### config.mk
export PLATFORM = sky130hd
export DESIGN_NAME = tbds_top
export DESIGN_NICKNAME = d
export VERILOG_FILES = /design/src/include/tbds_pkg.sv /design/src/hdl/tbds_idle_timer.sv /design/src/hdl/tbds_sync.sv /design/src/hdl/tbds_top.sv
export VERILOG_INCLUDE_DIRS = /design/src /design/src/include
export SDC_FILE = /design/constraint.sdc
export NUM_CORES = 1
export LEC_CHECK = 0
export ABC_AREA = 0
export BUFFER_PORTS_ARGS = -buffer_cell sky130_fd_sc_hd__buf_2
export CORE_MARGIN = 2
export CORE_UTILIZATION = 49
export CTS_CLUSTER_DIAMETER = 150
export DETAILED_ROUTE_END_ITERATION = 6
export GPL_ROUTABILITY_DRIVEN = 1
export PLACE_DENSITY = 0.77
export SYNTH_ARGS = -nofsm -noshare
export SYNTH_HDL_FRONTEND = slang
export SYNTH_SLANG_ARGS = --single-unit
### constraint.sdc
create_clock -name pclk -period 2.1 [get_ports pclk]
set_input_delay 0.315 -clock pclk [delete_from_list [all_inputs] [get_ports pclk]]
set_output_delay 0.315 -clock pclk [all_outputs]
set_load 0.01 [all_outputs]
### src/include/tbds_regs.svh
// Purpose: Register map, field positions and timing counts of the network diagnostic flag block.
// Assumes: APB byte addresses, 32-bit data, 125 MHz pclk.
// Notes:   Definitions only.
`ifndef TBDS_REGS_SVH
`define TBDS_REGS_SVH

`define TBDS_ADDR_W          12
`define TBDS_OFF_DIAG        12'h000
`define TBDS_OFF_MASK        12'h004
`define TBDS_OFF_NODE        12'h008
`define TBDS_OFF_TENT        12'h00C
`define TBDS_OFF_SUCC        12'h010
`define TBDS_OFF_CMD         12'h014
`define TBDS_OFF_CFG         12'h018
`define TBDS_OFF_IRQ         12'h01C

`define TBDS_BIT_REBUILD     7
`define TBDS_BIT_DUP         6
`define TBDS_BIT_ACT         5
`define TBDS_BIT_TOKEN       4
`define TBDS_BIT_NAK         3
`define TBDS_BIT_PROBE       2
`define TBDS_BIT_SUCC        1

`define TBDS_IRQ_SUCC        1
`define TBDS_IRQ_IDLE        2
`define TBDS_IRQ_NAK         3

`define TBDS_CMD_CLEAR       0
`define TBDS_CFG_NAK_SEL     0

`define TBDS_NAK_LIMIT_LONG  128
`define TBDS_NAK_LIMIT_SHORT 4

`define TBDS_CLK_MHZ         125
`define TBDS_IDLE_US         82
`define TBDS_IDLE_CYC        (`TBDS_IDLE_US * `TBDS_CLK_MHZ)

`endif
### src/include/tbds_pkg.sv
// Purpose: Types shared by the network diagnostic flag block.
// Assumes: Nothing beyond SystemVerilog.
// Notes:   Offsets and counts live in tbds_regs.svh.
package tbds_pkg;

    typedef enum logic [1:0] {
        TBDS_TOK_IDLE = 2'b01,
        TBDS_TOK_WAIT = 2'b10
    } tbds_tok_state_t;

endpackage

### src/hdl/tbds_idle_timer.sv
// Purpose: Line idle timer that pulses once when the line stays low long enough.
// Assumes: line_high is already synchronised to pclk.
// Notes:   Re-arms only after the line goes high again.
module tbds_idle_timer #(
    parameter int IDLE_CYCLES = 10250,
    parameter int CNT_W       = 16
) (
    // Clock and reset.
    input  wire logic pclk,
    input  wire logic presetn,
    // Line level and timeout pulse.
    input  wire logic line_high,
    output logic      timeout
);

    logic [CNT_W-1:0] cnt_r;
    logic             fired_r;

    always_ff @(posedge pclk or negedge presetn) begin
        if (!presetn) begin
            cnt_r   <= '0;
            fired_r <= 1'b0;
            timeout <= 1'b0;
        end else if (line_high) begin
            cnt_r   <= '0;
            fired_r <= 1'b0;
            timeout <= 1'b0;
        end else if (!fired_r && cnt_r == CNT_W'(IDLE_CYCLES - 1)) begin
            fired_r <= 1'b1;
            timeout <= 1'b1;
        end else begin
            if (!fired_r) begin
                cnt_r <= cnt_r + CNT_W'(1);
            end
            timeout <= 1'b0;
        end
    end

endmodule

### src/hdl/tbds_sync.sv
// Purpose: Two-stage synchroniser for a level arriving from a pin.
// Assumes: Input is asynchronous to pclk.
// Notes:   Only the second stage is visible outside.
module tbds_sync (
    // Clock and reset.
    input  wire logic pclk,
    input  wire logic presetn,
    // Level in and out.
    input  wire logic din,
    output logic      dout
);

    logic meta_r;

    always_ff @(posedge pclk or negedge presetn) begin
        if (!presetn) begin
            meta_r <= 1'b0;
            dout   <= 1'b0;
        end else begin
            meta_r <= din;
            dout   <= meta_r;
        end
    end

endmodule

### src/hdl/tbds_top.sv
// Purpose: Diagnostic status flags of a token-bus node, with APB registers and one interrupt.
// Assumes: Protocol events arrive as one-cycle pulses on pclk; receive_input_pin is asynchronous.
// Notes:   APB access phase is always one cycle; read data is taken in the setup cycle.
//
// Behaviour
// RULE_01: Lost-token timer expiry sets the self-caused rebuild flag, bit 7.
// RULE_02: Both address bytes match node address plus response set duplicate flag, bit 6.
// RULE_03: While on line, every token received sets the duplicate flag.
// RULE_04: Any diagnostic register read clears the duplicate flag; the code clears it only on a read whose setup showed it set.
// RULE_05: A high level on the receive pin sets the line activity flag, bit 5.
// RULE_06: A token sent by another node sets the token observed flag, bit 4.
// RULE_07: Reaching 128 or 4 negative acknowledgements sets the excess flag, bit 3.
// RULE_08: Excess flag clears only on clear command; interrupts when masked in.
// RULE_09: Response to token whose first address byte matches probe address sets bit 2.
// RULE_10: Probe match checks the end marker, not second byte or trailing zeros.
// RULE_11: Successor register update sets successor changed flag, bit 1; interrupts when masked in.
// RULE_12: Successor flag clears only on successor register read, not diagnostic read.
// RULE_13: Low reserved bit of the diagnostic register carries no meaning.
// RULE_14: Receive input idle for 82 microseconds raises the line idle timeout flag.
// RULE_15: Read clears act on completed reads; a same-cycle event stays set.
//
// The APB interface to the registers and the address map were left to the implementer.
`include "tbds_regs.svh"

module tbds_top
    import tbds_pkg::*;
#(
    parameter int IDLE_CYCLES = `TBDS_IDLE_CYC,
    parameter int NAK_CNT_W   = 8
) (
    // Clock and reset.
    input  wire logic        pclk,
    input  wire logic        presetn,
    // APB slave.
    input  wire logic        psel,
    input  wire logic        penable,
    input  wire logic        pwrite,
    input  wire logic [11:0] paddr,
    input  wire logic [31:0] pwdata,
    output logic      [31:0] prdata,
    output logic             pready,
    output logic             pslverr,
    // Network receive pin.
    input  wire logic        receive_input_pin,
    // Events from the protocol sequencer.
    input  wire logic        lost_token_timeout,
    input  wire logic        token_valid,
    input  wire logic        token_from_self,
    input  wire logic        token_eot_ok,
    input  wire logic        token_trail_ok,
    input  wire logic [7:0]  token_did_first,
    input  wire logic [7:0]  token_did_second,
    input  wire logic        response_seen,
    input  wire logic        token_received,
    input  wire logic        node_online,
    input  wire logic        nak_pulse,
    input  wire logic        successor_update,
    input  wire logic [7:0]  successor_addr_in,
    // Interrupt.
    output logic             irq
);

    function automatic logic hit(input logic [11:0] a, input logic [11:0] off);
        hit = (a == off);
    endfunction

    logic              rx_level;
    logic              idle_pulse;
    tbds_tok_state_t   tok_state_r;
    logic              dup_pend_r;
    logic              probe_pend_r;
    logic              rebuild_r;
    logic              dup_r;
    logic              act_r;
    logic              token_r;
    logic              nak_r;
    logic              probe_r;
    logic              succ_r;
    logic              idle_r;
    logic [7:0]        mask_r;
    logic [7:0]        node_r;
    logic [7:0]        tent_r;
    logic [7:0]        succ_addr_r;
    logic              nak_sel_r;
    logic [NAK_CNT_W-1:0] nak_cnt_r;
    logic [NAK_CNT_W-1:0] nak_cnt_nxt;
    logic [NAK_CNT_W-1:0] nak_limit;
    logic [7:0]        shown_r;
    logic              succ_shown_r;
    logic [7:0]        diag_val;
    logic [7:0]        irq_val;
    logic [31:0]       rd_mux;
    logic              mapped;
    logic              setup;
    logic              done;
    logic              wr_done;
    logic              rd_done;
    logic              rd_diag;
    logic              rd_succ;
    logic              clear_cmd;
    logic              idle_w1c;
    logic              resp_hit;
    logic              tok_other;
    logic              dup_match;
    logic              probe_match;

    tbds_sync u_sync (
        .pclk    (pclk),
        .presetn (presetn),
        .din     (receive_input_pin),
        .dout    (rx_level)
    );

    tbds_idle_timer #(
        .IDLE_CYCLES (IDLE_CYCLES),
        .CNT_W       (16)
    ) u_idle (
        .pclk      (pclk),
        .presetn   (presetn),
        .line_high (rx_level),
        .timeout   (idle_pulse)
    );

    // Bus phase decode.
    assign setup   = psel && !penable;
    assign done    = psel && penable && pready;
    assign wr_done = done && pwrite && !pslverr;
    assign rd_done = done && !pwrite && !pslverr;
    assign rd_diag = rd_done && hit(paddr, `TBDS_OFF_DIAG);
    assign rd_succ = rd_done && hit(paddr, `TBDS_OFF_SUCC);
    assign clear_cmd = wr_done && hit(paddr, `TBDS_OFF_CMD) && pwdata[`TBDS_CMD_CLEAR];
    assign idle_w1c  = wr_done && hit(paddr, `TBDS_OFF_IRQ) && pwdata[`TBDS_IRQ_IDLE];

    assign mapped = hit(paddr, `TBDS_OFF_DIAG) || hit(paddr, `TBDS_OFF_MASK) ||
                    hit(paddr, `TBDS_OFF_NODE) || hit(paddr, `TBDS_OFF_TENT) ||
                    hit(paddr, `TBDS_OFF_SUCC) || hit(paddr, `TBDS_OFF_CMD)  ||
                    hit(paddr, `TBDS_OFF_CFG)  || hit(paddr, `TBDS_OFF_IRQ);

    // Token matching.
    assign tok_other   = token_valid && !token_from_self;
    assign dup_match   = token_eot_ok && token_trail_ok &&
                         (token_did_first == node_r) && (token_did_second == node_r); // [RULE_02]
    assign probe_match = token_eot_ok && (token_did_first == tent_r); // [RULE_10]
    assign resp_hit    = (tok_state_r == TBDS_TOK_WAIT) && response_seen;

    // Register views.
    always_comb begin
        diag_val = 8'h00; // [RULE_13]
        diag_val[`TBDS_BIT_REBUILD] = rebuild_r;
        diag_val[`TBDS_BIT_DUP]     = dup_r;
        diag_val[`TBDS_BIT_ACT]     = act_r;
        diag_val[`TBDS_BIT_TOKEN]   = token_r;
        diag_val[`TBDS_BIT_NAK]     = nak_r;
        diag_val[`TBDS_BIT_PROBE]   = probe_r;
        diag_val[`TBDS_BIT_SUCC]    = succ_r;
    end

    always_comb begin
        irq_val = 8'h00;
        irq_val[`TBDS_IRQ_SUCC] = succ_r;
        irq_val[`TBDS_IRQ_IDLE] = idle_r;
        irq_val[`TBDS_IRQ_NAK]  = nak_r;
    end

    always_comb begin
        rd_mux = 32'h0000_0000;
        case (1'b1)
            hit(paddr, `TBDS_OFF_DIAG): rd_mux[7:0] = diag_val;
            hit(paddr, `TBDS_OFF_MASK): rd_mux[7:0] = mask_r;
            hit(paddr, `TBDS_OFF_NODE): rd_mux[7:0] = node_r;
            hit(paddr, `TBDS_OFF_TENT): rd_mux[7:0] = tent_r;
            hit(paddr, `TBDS_OFF_SUCC): rd_mux[7:0] = succ_addr_r;
            hit(paddr, `TBDS_OFF_CFG):  rd_mux[`TBDS_CFG_NAK_SEL] = nak_sel_r;
            hit(paddr, `TBDS_OFF_IRQ):  rd_mux[7:0] = irq_val;
            default:                    rd_mux = 32'h0000_0000;
        endcase
    end

    // APB answer: ready in the cycle after setup, data and error captured at setup.
    always_ff @(posedge pclk or negedge presetn) begin
        if (!presetn) begin
            pready       <= 1'b0;
            pslverr      <= 1'b0;
            prdata       <= 32'h0000_0000;
            shown_r      <= 8'h00;
            succ_shown_r <= 1'b0;
        end else if (setup) begin
            pready       <= 1'b1;
            pslverr      <= !mapped;
            prdata       <= pwrite ? 32'h0000_0000 : rd_mux;
            shown_r      <= diag_val;
            succ_shown_r <= succ_r;
        end else begin
            pready  <= 1'b0;
            pslverr <= 1'b0;
        end
    end

    // Software-written registers.
    always_ff @(posedge pclk or negedge presetn) begin
        if (!presetn) begin
            mask_r    <= 8'h00;
            node_r    <= 8'h00;
            tent_r    <= 8'h00;
            nak_sel_r <= 1'b0;
        end else if (wr_done) begin
            if (hit(paddr, `TBDS_OFF_MASK)) begin
                mask_r <= pwdata[7:0];
            end
            if (hit(paddr, `TBDS_OFF_NODE)) begin
                node_r <= pwdata[7:0];
            end
            if (hit(paddr, `TBDS_OFF_TENT)) begin
                tent_r <= pwdata[7:0];
            end
            if (hit(paddr, `TBDS_OFF_CFG)) begin
                nak_sel_r <= pwdata[`TBDS_CFG_NAK_SEL];
            end
        end
    end

    // Successor address is written by the sequencer only.
    always_ff @(posedge pclk or negedge presetn) begin
        if (!presetn) begin
            succ_addr_r <= 8'h00;
        end else if (successor_update) begin
            succ_addr_r <= successor_addr_in;
        end
    end

    // Token tracker: remember a match until the response or the next token.
    always_ff @(posedge pclk or negedge presetn) begin
        if (!presetn) begin
            tok_state_r  <= TBDS_TOK_IDLE;
            dup_pend_r   <= 1'b0;
            probe_pend_r <= 1'b0;
        end else begin
            case (tok_state_r)
                TBDS_TOK_IDLE: begin
                    if (token_valid) begin
                        tok_state_r  <= TBDS_TOK_WAIT;
                        dup_pend_r   <= dup_match;
                        probe_pend_r <= probe_match;
                    end
                end
                TBDS_TOK_WAIT: begin
                    if (token_valid) begin
                        dup_pend_r   <= dup_match;
                        probe_pend_r <= probe_match;
                    end else if (response_seen) begin
                        tok_state_r <= TBDS_TOK_IDLE;
                    end
                end
                default: begin
                    tok_state_r <= TBDS_TOK_IDLE;
                end
            endcase
        end
    end

    // Self-caused rebuild flag.
    always_ff @(posedge pclk or negedge presetn) begin
        if (!presetn) begin
            rebuild_r <= 1'b0;
        end else if (lost_token_timeout) begin
            rebuild_r <= 1'b1; // [RULE_01]
        end else if (clear_cmd) begin
            rebuild_r <= 1'b0;
        end
    end

    // Duplicate node flag; only bits shown to the reader are cleared.
    always_ff @(posedge pclk or negedge presetn) begin
        if (!presetn) begin
            dup_r <= 1'b0;
        end else if ((resp_hit && dup_pend_r && !token_valid) || (node_online && token_received)) begin
            dup_r <= 1'b1; // [RULE_02] [RULE_03] [RULE_15]
        end else if (rd_diag && shown_r[`TBDS_BIT_DUP]) begin
            dup_r <= 1'b0; // [RULE_04] [RULE_15]
        end
    end

    // Line activity flag.
    always_ff @(posedge pclk or negedge presetn) begin
        if (!presetn) begin
            act_r <= 1'b0;
        end else if (rx_level) begin
            act_r <= 1'b1; // [RULE_05] [RULE_15]
        end else if (rd_diag && shown_r[`TBDS_BIT_ACT]) begin
            act_r <= 1'b0;
        end
    end

    // Token observed flag.
    always_ff @(posedge pclk or negedge presetn) begin
        if (!presetn) begin
            token_r <= 1'b0;
        end else if (tok_other) begin
            token_r <= 1'b1; // [RULE_06] [RULE_15]
        end else if (rd_diag && shown_r[`TBDS_BIT_TOKEN]) begin
            token_r <= 1'b0;
        end
    end

    // Probe address flag.
    always_ff @(posedge pclk or negedge presetn) begin
        if (!presetn) begin
            probe_r <= 1'b0;
        end else if (resp_hit && probe_pend_r && !token_valid) begin
            probe_r <= 1'b1; // [RULE_09] [RULE_15]
        end else if (rd_diag && shown_r[`TBDS_BIT_PROBE]) begin
            probe_r <= 1'b0;
        end
    end

    // Negative acknowledgement counter, saturating.
    assign nak_limit   = nak_sel_r ? NAK_CNT_W'(`TBDS_NAK_LIMIT_SHORT) : NAK_CNT_W'(`TBDS_NAK_LIMIT_LONG);
    assign nak_cnt_nxt = (&nak_cnt_r) ? nak_cnt_r : nak_cnt_r + NAK_CNT_W'(1);

    always_ff @(posedge pclk or negedge presetn) begin
        if (!presetn) begin
            nak_cnt_r <= '0;
        end else if (nak_pulse) begin
            nak_cnt_r <= nak_cnt_nxt;
        end else if (clear_cmd) begin
            nak_cnt_r <= '0;
        end
    end

    always_ff @(posedge pclk or negedge presetn) begin
        if (!presetn) begin
            nak_r <= 1'b0;
        end else if (nak_pulse && nak_cnt_nxt >= nak_limit) begin
            nak_r <= 1'b1; // [RULE_07]
        end else if (clear_cmd) begin
            nak_r <= 1'b0; // [RULE_08]
        end
    end

    // Successor changed flag.
    always_ff @(posedge pclk or negedge presetn) begin
        if (!presetn) begin
            succ_r <= 1'b0;
        end else if (successor_update) begin
            succ_r <= 1'b1; // [RULE_11]
        end else if (rd_succ && succ_shown_r) begin
            succ_r <= 1'b0; // [RULE_12] [RULE_15]
        end
    end

    // Line idle timeout flag.
    always_ff @(posedge pclk or negedge presetn) begin
        if (!presetn) begin
            idle_r <= 1'b0;
        end else if (idle_pulse) begin
            idle_r <= 1'b1; // [RULE_14]
        end else if (clear_cmd || idle_w1c) begin
            idle_r <= 1'b0;
        end
    end

    // Level interrupt while any unmasked source is set.
    always_ff @(posedge pclk or negedge presetn) begin
        if (!presetn) begin
            irq <= 1'b0;
        end else begin
            irq <= |(irq_val & mask_r); // [RULE_08] [RULE_11]
        end
    end

endmodule

==> metrics.md, run 1 <==
| Metric | Value |
|---|---|
| Wirelength per Cell | 15.9 µm |
| Syn_area_per_cell | 10.4 µm² |
| Fraction of power consumed by combinational cells | 0.156 |
| Via count | 3,957 |
| GR peak layer | met2 |
| Critical Path AT | 2.21 ns |
| Critical path fanouts, max | 6 |
| Power per cell area | 649 nW/µm² |
| Distinct cells, synth | 64 |
| Final Hold Vio Count | 6 |
| Placed inst area | 5500 µm² |
| Remaining antenna violation count | 0 |
| Violation count after the first detailed-route iteration | 281 |
| Total of max-cap violations | 0 |
| Max-slew violations | 0 |
| Sequential share of power | 0.497 |
| WL final | 11.1 mm |
| Worst Hold Class | input pin to asynchronous set/reset pin |
| Largest net degree at the start of global routing | 90 |
| Count leader, synth | dfrtp_1 |
| CP max stage delay | 0.41 ns |
| Initial antenna violation count | 0 |
| Worst R2R Path Depth | 8 |
| Initial Util | 0.504 |
| Die Footprint | 10,900 µm² |
| Final min period | 1.98 ns |
| Post-route cell area | 5750 µm² |
| RSZ-0062 raised after global routing | no |
| Root buf cell | clkbuf_8 |
| Sink Count | 89 |
| Worst setup margin | 0.122 ns |
| Worst skew pair latency | 0.35 ns |
| P_int | 2.74 mW |
| Top cells by area, synth | dfrtp_1, mux2_2, buf_4, xor2_1, nand2_1 |
| Mapped Area | 4920 µm² |
| CTS tree | done |
| Worst Setup Start Kind | flip-flop |
| Met2 Use GR | 0.329 |
| Placed Cells | 683 |
| Core area | 9770 µm² |
| Failing checks | hold timing |
| Hold buffer count at cts | 0 |
| Slowest-stage cell, CP | dfrtp_2 |
| Synth cell count leaders | dfrtp_1, mux2_2, nand2_1 |
| Grt total ovfl | 0 |
| I/O pins | 119 |
| Share of the cycle needed by the critical path after routing | 0.942 |
| CP Capture Type | flip-flop |
| Vias in the first global route | 3,799 |
| Area delta synth->final | 16.7% |
| Number of cell rows | 36 |
| Top_reg_cell synth | dfrtp_1 |
| Worst Skew | 0.00834 ns |
| Clk slew on worst S/H paths | 0.09 ns |
| ANT cells | 0 |
| H-tree depth | 3 |
| Met1 Use GR | 0.296 |
| Peak Freq | 0.506 GHz |
| Chip height | 104 µm |
| Global-route wire length before repair | 18.5 mm |
| Leak pwr | 2.71 nW |
| Biggest area consumer among synthesized cells | dfrtp_1 |
| CTS buffer count | 9 |
| EDFF count, synth | 0 |
| Placement Setup Slack | -0.000101 ns |
| CP cell instances | and3_4, and2_4, nand4_1, mux2_4, ha_4, o21ai_2, a31oi_1, a211o_1 |
| Met3 Resource Use GR | 0.0345 |
| DRC | 0 |
| Post-synthesis instance total | 474 |
| Yosys warns | 0 |
| Clock group share of total power | 0.347 |
| Reg2reg setup slack | 0.12 ns |
| GP Congestion | 0.906 |
| Final setup viols | 0 |
| CTS Buffer Depth | 2 |
| Non-filler cells, final | 700 |
| Nets | 653 |
| Async set or reset register ratio after synthesis | 1.00 |
| HPWL after detailed placement | 8.25 mm |
| Sequential fraction of the synthesis area | 0.453 |
| Status | finished with violations |
| Sw power | 984 µW |
| Router iterations before antenna repair | 5 |
| Vias per cell | 5.65 |
| GRT Total Usage | 0.208 |
| CP required | 2.34 ns |
| Net Sw Frac | 0.264 |
| Share of layout cells above drive strength 1 | 0.310 |
| Hold Slack | -0.0213 ns |
| Post-synth top area share | 0.447 |
| Max rail drop VDD | 364 µV |
| Port buffer count | 70 |
| Horiz. Die Dim | 104 µm |
| Crit Path Category | flip-flop to flip-flop |
| #FFs+latches synth | 89 |
==> per-layer routing <==
metal  vias to the layer above  wire length, µm
li1                       1884                -
met1                      1919             5140
met2                       142             5180
met3                        12              663
met4                         0              151
met5                         -                0
==> stage by stage <==
step                utilization  power [mW]   TNS [ns]
finish                    0.588        3.73          0
global route              0.588        3.91          0
CTS                       0.586        3.74          0
detailed placement        0.563        2.46  -0.000101
global placement          0.563        2.42          0
floorplan                     -        2.24          0
==> final timing paths <==
check / from / end
worst max-delay path: nak_cnt_r[1]$_DFFE_PN0P_ / nak_r$_DFFE_PN0P_
worst min-delay path: presetn / u_idle.cnt_r[0]$_DFFE_PN0P_
worst max register to register: nak_cnt_r[1]$_DFFE_PN0P_ / nak_r$_DFFE_PN0P_
worst min register to register: u_sync.meta_r$_DFF_PN0_ / u_sync.dout$_DFF_PN0_
max in group asynchronous: presetn / tok_state_r[0]$_DFFE_PN1P_
min in group pclk: receive_input_pin / u_sync.meta_r$_DFF_PN0_
==> registers in the layout, summed over array words and instances (netlist names), 2 cells and up <==
signal,count
u_idle.cnt_r,16
mask_r,8
nak_cnt_r,8
node_r,8
prdata,8
succ_addr_r,8
tent_r,8
shown_r,5
tok_state_r,2
==> cells by family after synthesis <==
group,after synthesis,synth area share
buffers and inverters,59,0.0656
adder cells (fa/ha/maj),7,0.0178
XOR/XNOR,17,0.0302
other,1,0.000762
AO/OA/AOI/OAI,94,0.132
flip-flops,89,0.453
AND/OR/NAND/NOR,159,0.192
multiplexers,48,0.108
==> layout make-up <==
type / count / area [µm²]
clock inverters: 3 / 65.1
flip-flops and latches: 89 / 2230
well taps: 133 / 166
multi-input cells: 349 / 2490
fillers: 821 / 4030
inverters: 14 / 52.6
clock buffers: 13 / 149
repair buffers: 99 / 596
==> cells in the final DEF (no fill, tap or decap), types with 6 or more instances in the layout <==
cell type  netlist  layout
a21oi_1         22      22
a22oi_1          7       7
and3_1           8       7
buf_2            6      69
buf_4           25      28
clkbuf_8         0      10
conb_1           1      24
dfrtp_1         88      87
inv_1           14      14
mux2_2          42      41
mux2i_1          6       6
nand2_1         32      32
nand2b_1         9       9
nand3_1         19      19
nand4_1         11      11
nor2_1          21      21
nor2b_1          7       7
o21ai_0         14      13
or3_1           11      11
xor2_1          15      15
==> worst max-delay path: cells and delay by family (launching register included) <==
| family | cells | cell delay, ns |
|---|---|---|
| AO/OA/AOI/OAI | 3 | 0.48 |
| AND/OR/NAND/NOR | 3 | 0.44 |
| flip-flops | 1 | 0.41 |
| multiplexers | 1 | 0.34 |
| adder cells (fa/ha/maj) | 1 | 0.22 |
==> power groups by stage <==
stage	logic, mW	clock network (mW)	registers (mW)
2_1_floorplan	0.374	0	1.87
5_1_grt	0.650	1.39	1.87
3_3_place_gp	0.538	0	1.88
4_1_cts	0.580	1.31	1.85
3_5_place_dp	0.571	0	1.89
6_report	0.581	1.29	1.85
==> timing repair <==
item / in CTS / in global routing
resized for setup: 1 / 4
setup buffers: 1 / 0
endpoints found under the setup margin: 1 / 1
pin swaps: 0 / 1
No activity file was read; power rests on OpenSTA's default activity.
==> run 2: changes to the inputs <==
--- a/config.mk
+++ b/config.mk
@@ -16,4 +16,5 @@
 export PLACE_DENSITY = 0.77
 export SYNTH_ARGS = -nofsm -noshare
 export SYNTH_HDL_FRONTEND = slang
+export SYNTH_HIERARCHICAL = 1
 export SYNTH_SLANG_ARGS = --single-unit
==> run 2 against run 1 <==
The run now ends clean. Clock power is essentially flat. Critical path depth grew 2. Final cell count grew 1.9%. Die area shrank 0.15%. Clock skew grew 0.00061 ns. Non-clock buffer count grew 6. Register-to-register slack lost 0.07 ns. Synthesized cell count grew 1.3%. Via count grew 2.1%. Hold slack gained 0.081 ns. Largest power group unchanged.
==> metrics.md, run 2 <==
| Metric | Value |
|---|---|
| CP required | 2.34 ns |
| Router iterations before antenna repair | 6 |
| Peak Freq | 0.488 GHz |
| DRC | 0 |
| Critical path fanouts, max | 3 |
| WL final | 11.8 mm |
| Async set or reset register ratio after synthesis | 1.00 |
| Post-route cell area | 5820 µm² |
| Violation count after the first detailed-route iteration | 249 |
| Count leader, synth | dfrtp_1 |
| Leak pwr | 2.75 nW |
| Critical Path AT | 2.29 ns |
| Power per cell area | 681 nW/µm² |
| Clk slew on worst S/H paths | 0.09 ns |
| ANT cells | 0 |
| Number of cell rows | 36 |
| Vias per cell | 5.67 |
| Worst Setup Start Kind | flip-flop |
| Hold Slack | 0.0599 ns |
| Reg with most FFs | u_idle/cnt_r |
| Syn_area_per_cell | 10.2 µm² |
| HPWL after detailed placement | 8.94 mm |
| Nets | 666 |
| Sink Count | 89 |
| Placed inst area | 5550 µm² |
| Area of the multi-input gates | 2480 µm² |
| Final Hold Vio Count | 0 |
| Distinct cells, synth | 66 |
| Status | complete, no violations |
| Crit Path Category | flip-flop to flip-flop |
| Flip-flop and latch area | 2230 µm² |
| Mapped Area | 4920 µm² |
| Initial Util | 0.503 |
| RSZ-0062 raised after global routing | yes |
| Horiz. Die Dim | 104 µm |
| Yosys warns | 6 |
| I/O pins | 119 |
| Area delta synth->final | 18.3% |
| Vias in the first global route | 3,932 |
| Share of layout cells above drive strength 1 | 0.298 |
| Worst Hold Class | input pin to flip-flop |
| Final setup viols | 0 |
| Share of the cycle needed by the critical path after routing | 0.976 |
| Chip height | 104 µm |
| Sequential fraction of the synthesis area | 0.453 |
| Final min period | 2.05 ns |
| GRT Total Usage | 0.223 |
| Rel. slew slack | 0.597 |
| GP Congestion | 0.897 |
| Largest net degree at the start of global routing | 47 |
| Top_reg_cell synth | dfrtp_1 |
| CTS Buffer Depth | 2 |
| Most frequent cells in the layout | dfrtp_1, buf_2, nand2_1 |
| Post-synthesis instance total | 480 |
| Via count | 4,040 |
| Commonest non-fill, non-tap cell in the layout | dfrtp_1 |
| Biggest area consumer among synthesized cells | dfrtp_1 |
| Wirelength per Cell | 16.5 µm |
| Top cells by area, synth | dfrtp_1, mux2_2, buf_4, nand2_1, nand3_1 |
| Port buffer count | 70 |
| Max rail drop VDD | 350 µV |
| Root buf cell | clkbuf_8 |
| Max reg flops | 16 |
| Worst Skew | 0.00895 ns |
| CTS tree | done |
| Synth cell count leaders | dfrtp_1, nand2_1, mux2_2 |
| H-tree depth | 3 |
| Remaining antenna violation count | 0 |
| Total of max-cap violations | 0 |
| Worst Tran Pin Value | 0.604 ns |
| Global-route wire length before repair | 19.3 mm |
| #FFs+latches synth | 89 |
| Die Footprint | 10,800 µm² |
| Grt total ovfl | 0 |
| Initial antenna violation count | 0 |
| EDFF count, synth | 0 |
| CP Capture Type | flip-flop |
| Layout filler cell count | 832 |
| Worst skew pair latency | 0.35 ns |
| Core area | 9770 µm² |
| Post-synth top area share | 0.448 |
| Max-slew violations | 0 |
| CTS buffer count | 9 |
[run 2: cell types whose count changed in the layout (fill, tap and decap cells not counted), sizes merged, moves of 5 or more]
| cell | before | now |
|---|---|---|
| nand4 | 13 | 4 |
| a21oi | 22 | 13 |
| o21ai | 16 | 24 |
| xnor2 | 2 | 7 |
| nor2 | 21 | 28 |
| nor3 | 6 | 21 |
| buf | 99 | 104 |
| xor2 | 15 | 10 |
[run 2: what timing repair did]
action / CTS / global route
gates resized for setup: 0 / 3
endpoints found under the hold margin: 44 / 0
buffers inserted: 0 / 2
setup endpoints to repair: 0 / 1
hold buffers: 1 / 0
[run 2: final timing paths]
check | start | to | slack (ns) | depth (start not counted)
max | nak_cnt_r[0]$_DFFE_PN0P_ | nak_r$_DFFE_PN0P_ | 0.05 | 10
min | receive_input_pin | u_sync/meta_r$_DFF_PN0_ | 0.06 | 1
max reg2reg | nak_cnt_r[0]$_DFFE_PN0P_ | nak_r$_DFFE_PN0P_ | 0.05 | 10
min reg2reg | u_sync/meta_r$_DFF_PN0_ | u_sync/dout$_DFF_PN0_ | 0.35 | 0
max in group asynchronous | presetn | nak_cnt_r[5]$_DFFE_PN0P_ | 0.96 | 3
min in group asynchronous | presetn | succ_addr_r[5]$_DFFE_PN0P_ | 0.50 | 2
[run 2: final cells by class]
| type | count | share of cell area |
|---|---|---|
| clock buffers | 11 | 0.0243 |
| clock inverters | 5 | 0.0136 |
| inverters | 15 | 0.00968 |
| multi-input cells | 355 | 0.426 |
| flip-flops and latches | 89 | 0.383 |
| well taps | 133 | 0.0286 |
| repair buffers | 105 | 0.115 |
[run 2: report_power, final]
group          total, mW  internal, mW  switching [mW]
Clock               1.29         0.701           0.585
Sequential          1.89          1.81          0.0799
Combinational      0.779         0.354           0.425
Total               3.96          2.87            1.09
[run 2: routing by layer]
metal,up-vias,part of all wire,track usage
met5,-,0,0
met4,0,0.020,0.0878
met3,25,0.077,0.0376
met2,170,0.48,0.361
met1,1947,0.42,0.301
li1,1898,-,-
[run 2: cell families after synthesis]
logic type | share of synthesized area
buffers and inverters | 0.0692
other | 0.000763
AO/OA/AOI/OAI | 0.116
XOR/XNOR | 0.0303
AND/OR/NAND/NOR | 0.210
flip-flops | 0.453
multiplexers | 0.103
adder cells (fa/ha/maj) | 0.0178
[run 2: worst max-delay path, cell delays in order (launching register included)]
cell	delay, ns
dfrtp_1	0.43
ha_4	0.18
nand2_4	0.05
or3_4	0.37
nand3_2	0.08
o21ai_2	0.05
ha_1	0.27
nand3b_1	0.09
nand3b_1	0.10
a221oi_2	0.25
o21ai_2	0.07
[run 2: per-stage QoR]
step	total power, mW	setup TNS [ns]	setup WS [ns]	util	instances
2_1_floorplan	2.37	0	0.00705	-	503
3_3_place_gp	2.62	0	0.0279	0.568	694
3_5_place_dp	2.66	0	0.00139	0.568	694
4_1_cts	3.95	0	0.0360	0.592	711
5_1_grt	4.16	-0.0299	-0.0299	0.595	713
6_report	3.96	0	0.0502	0.595	713
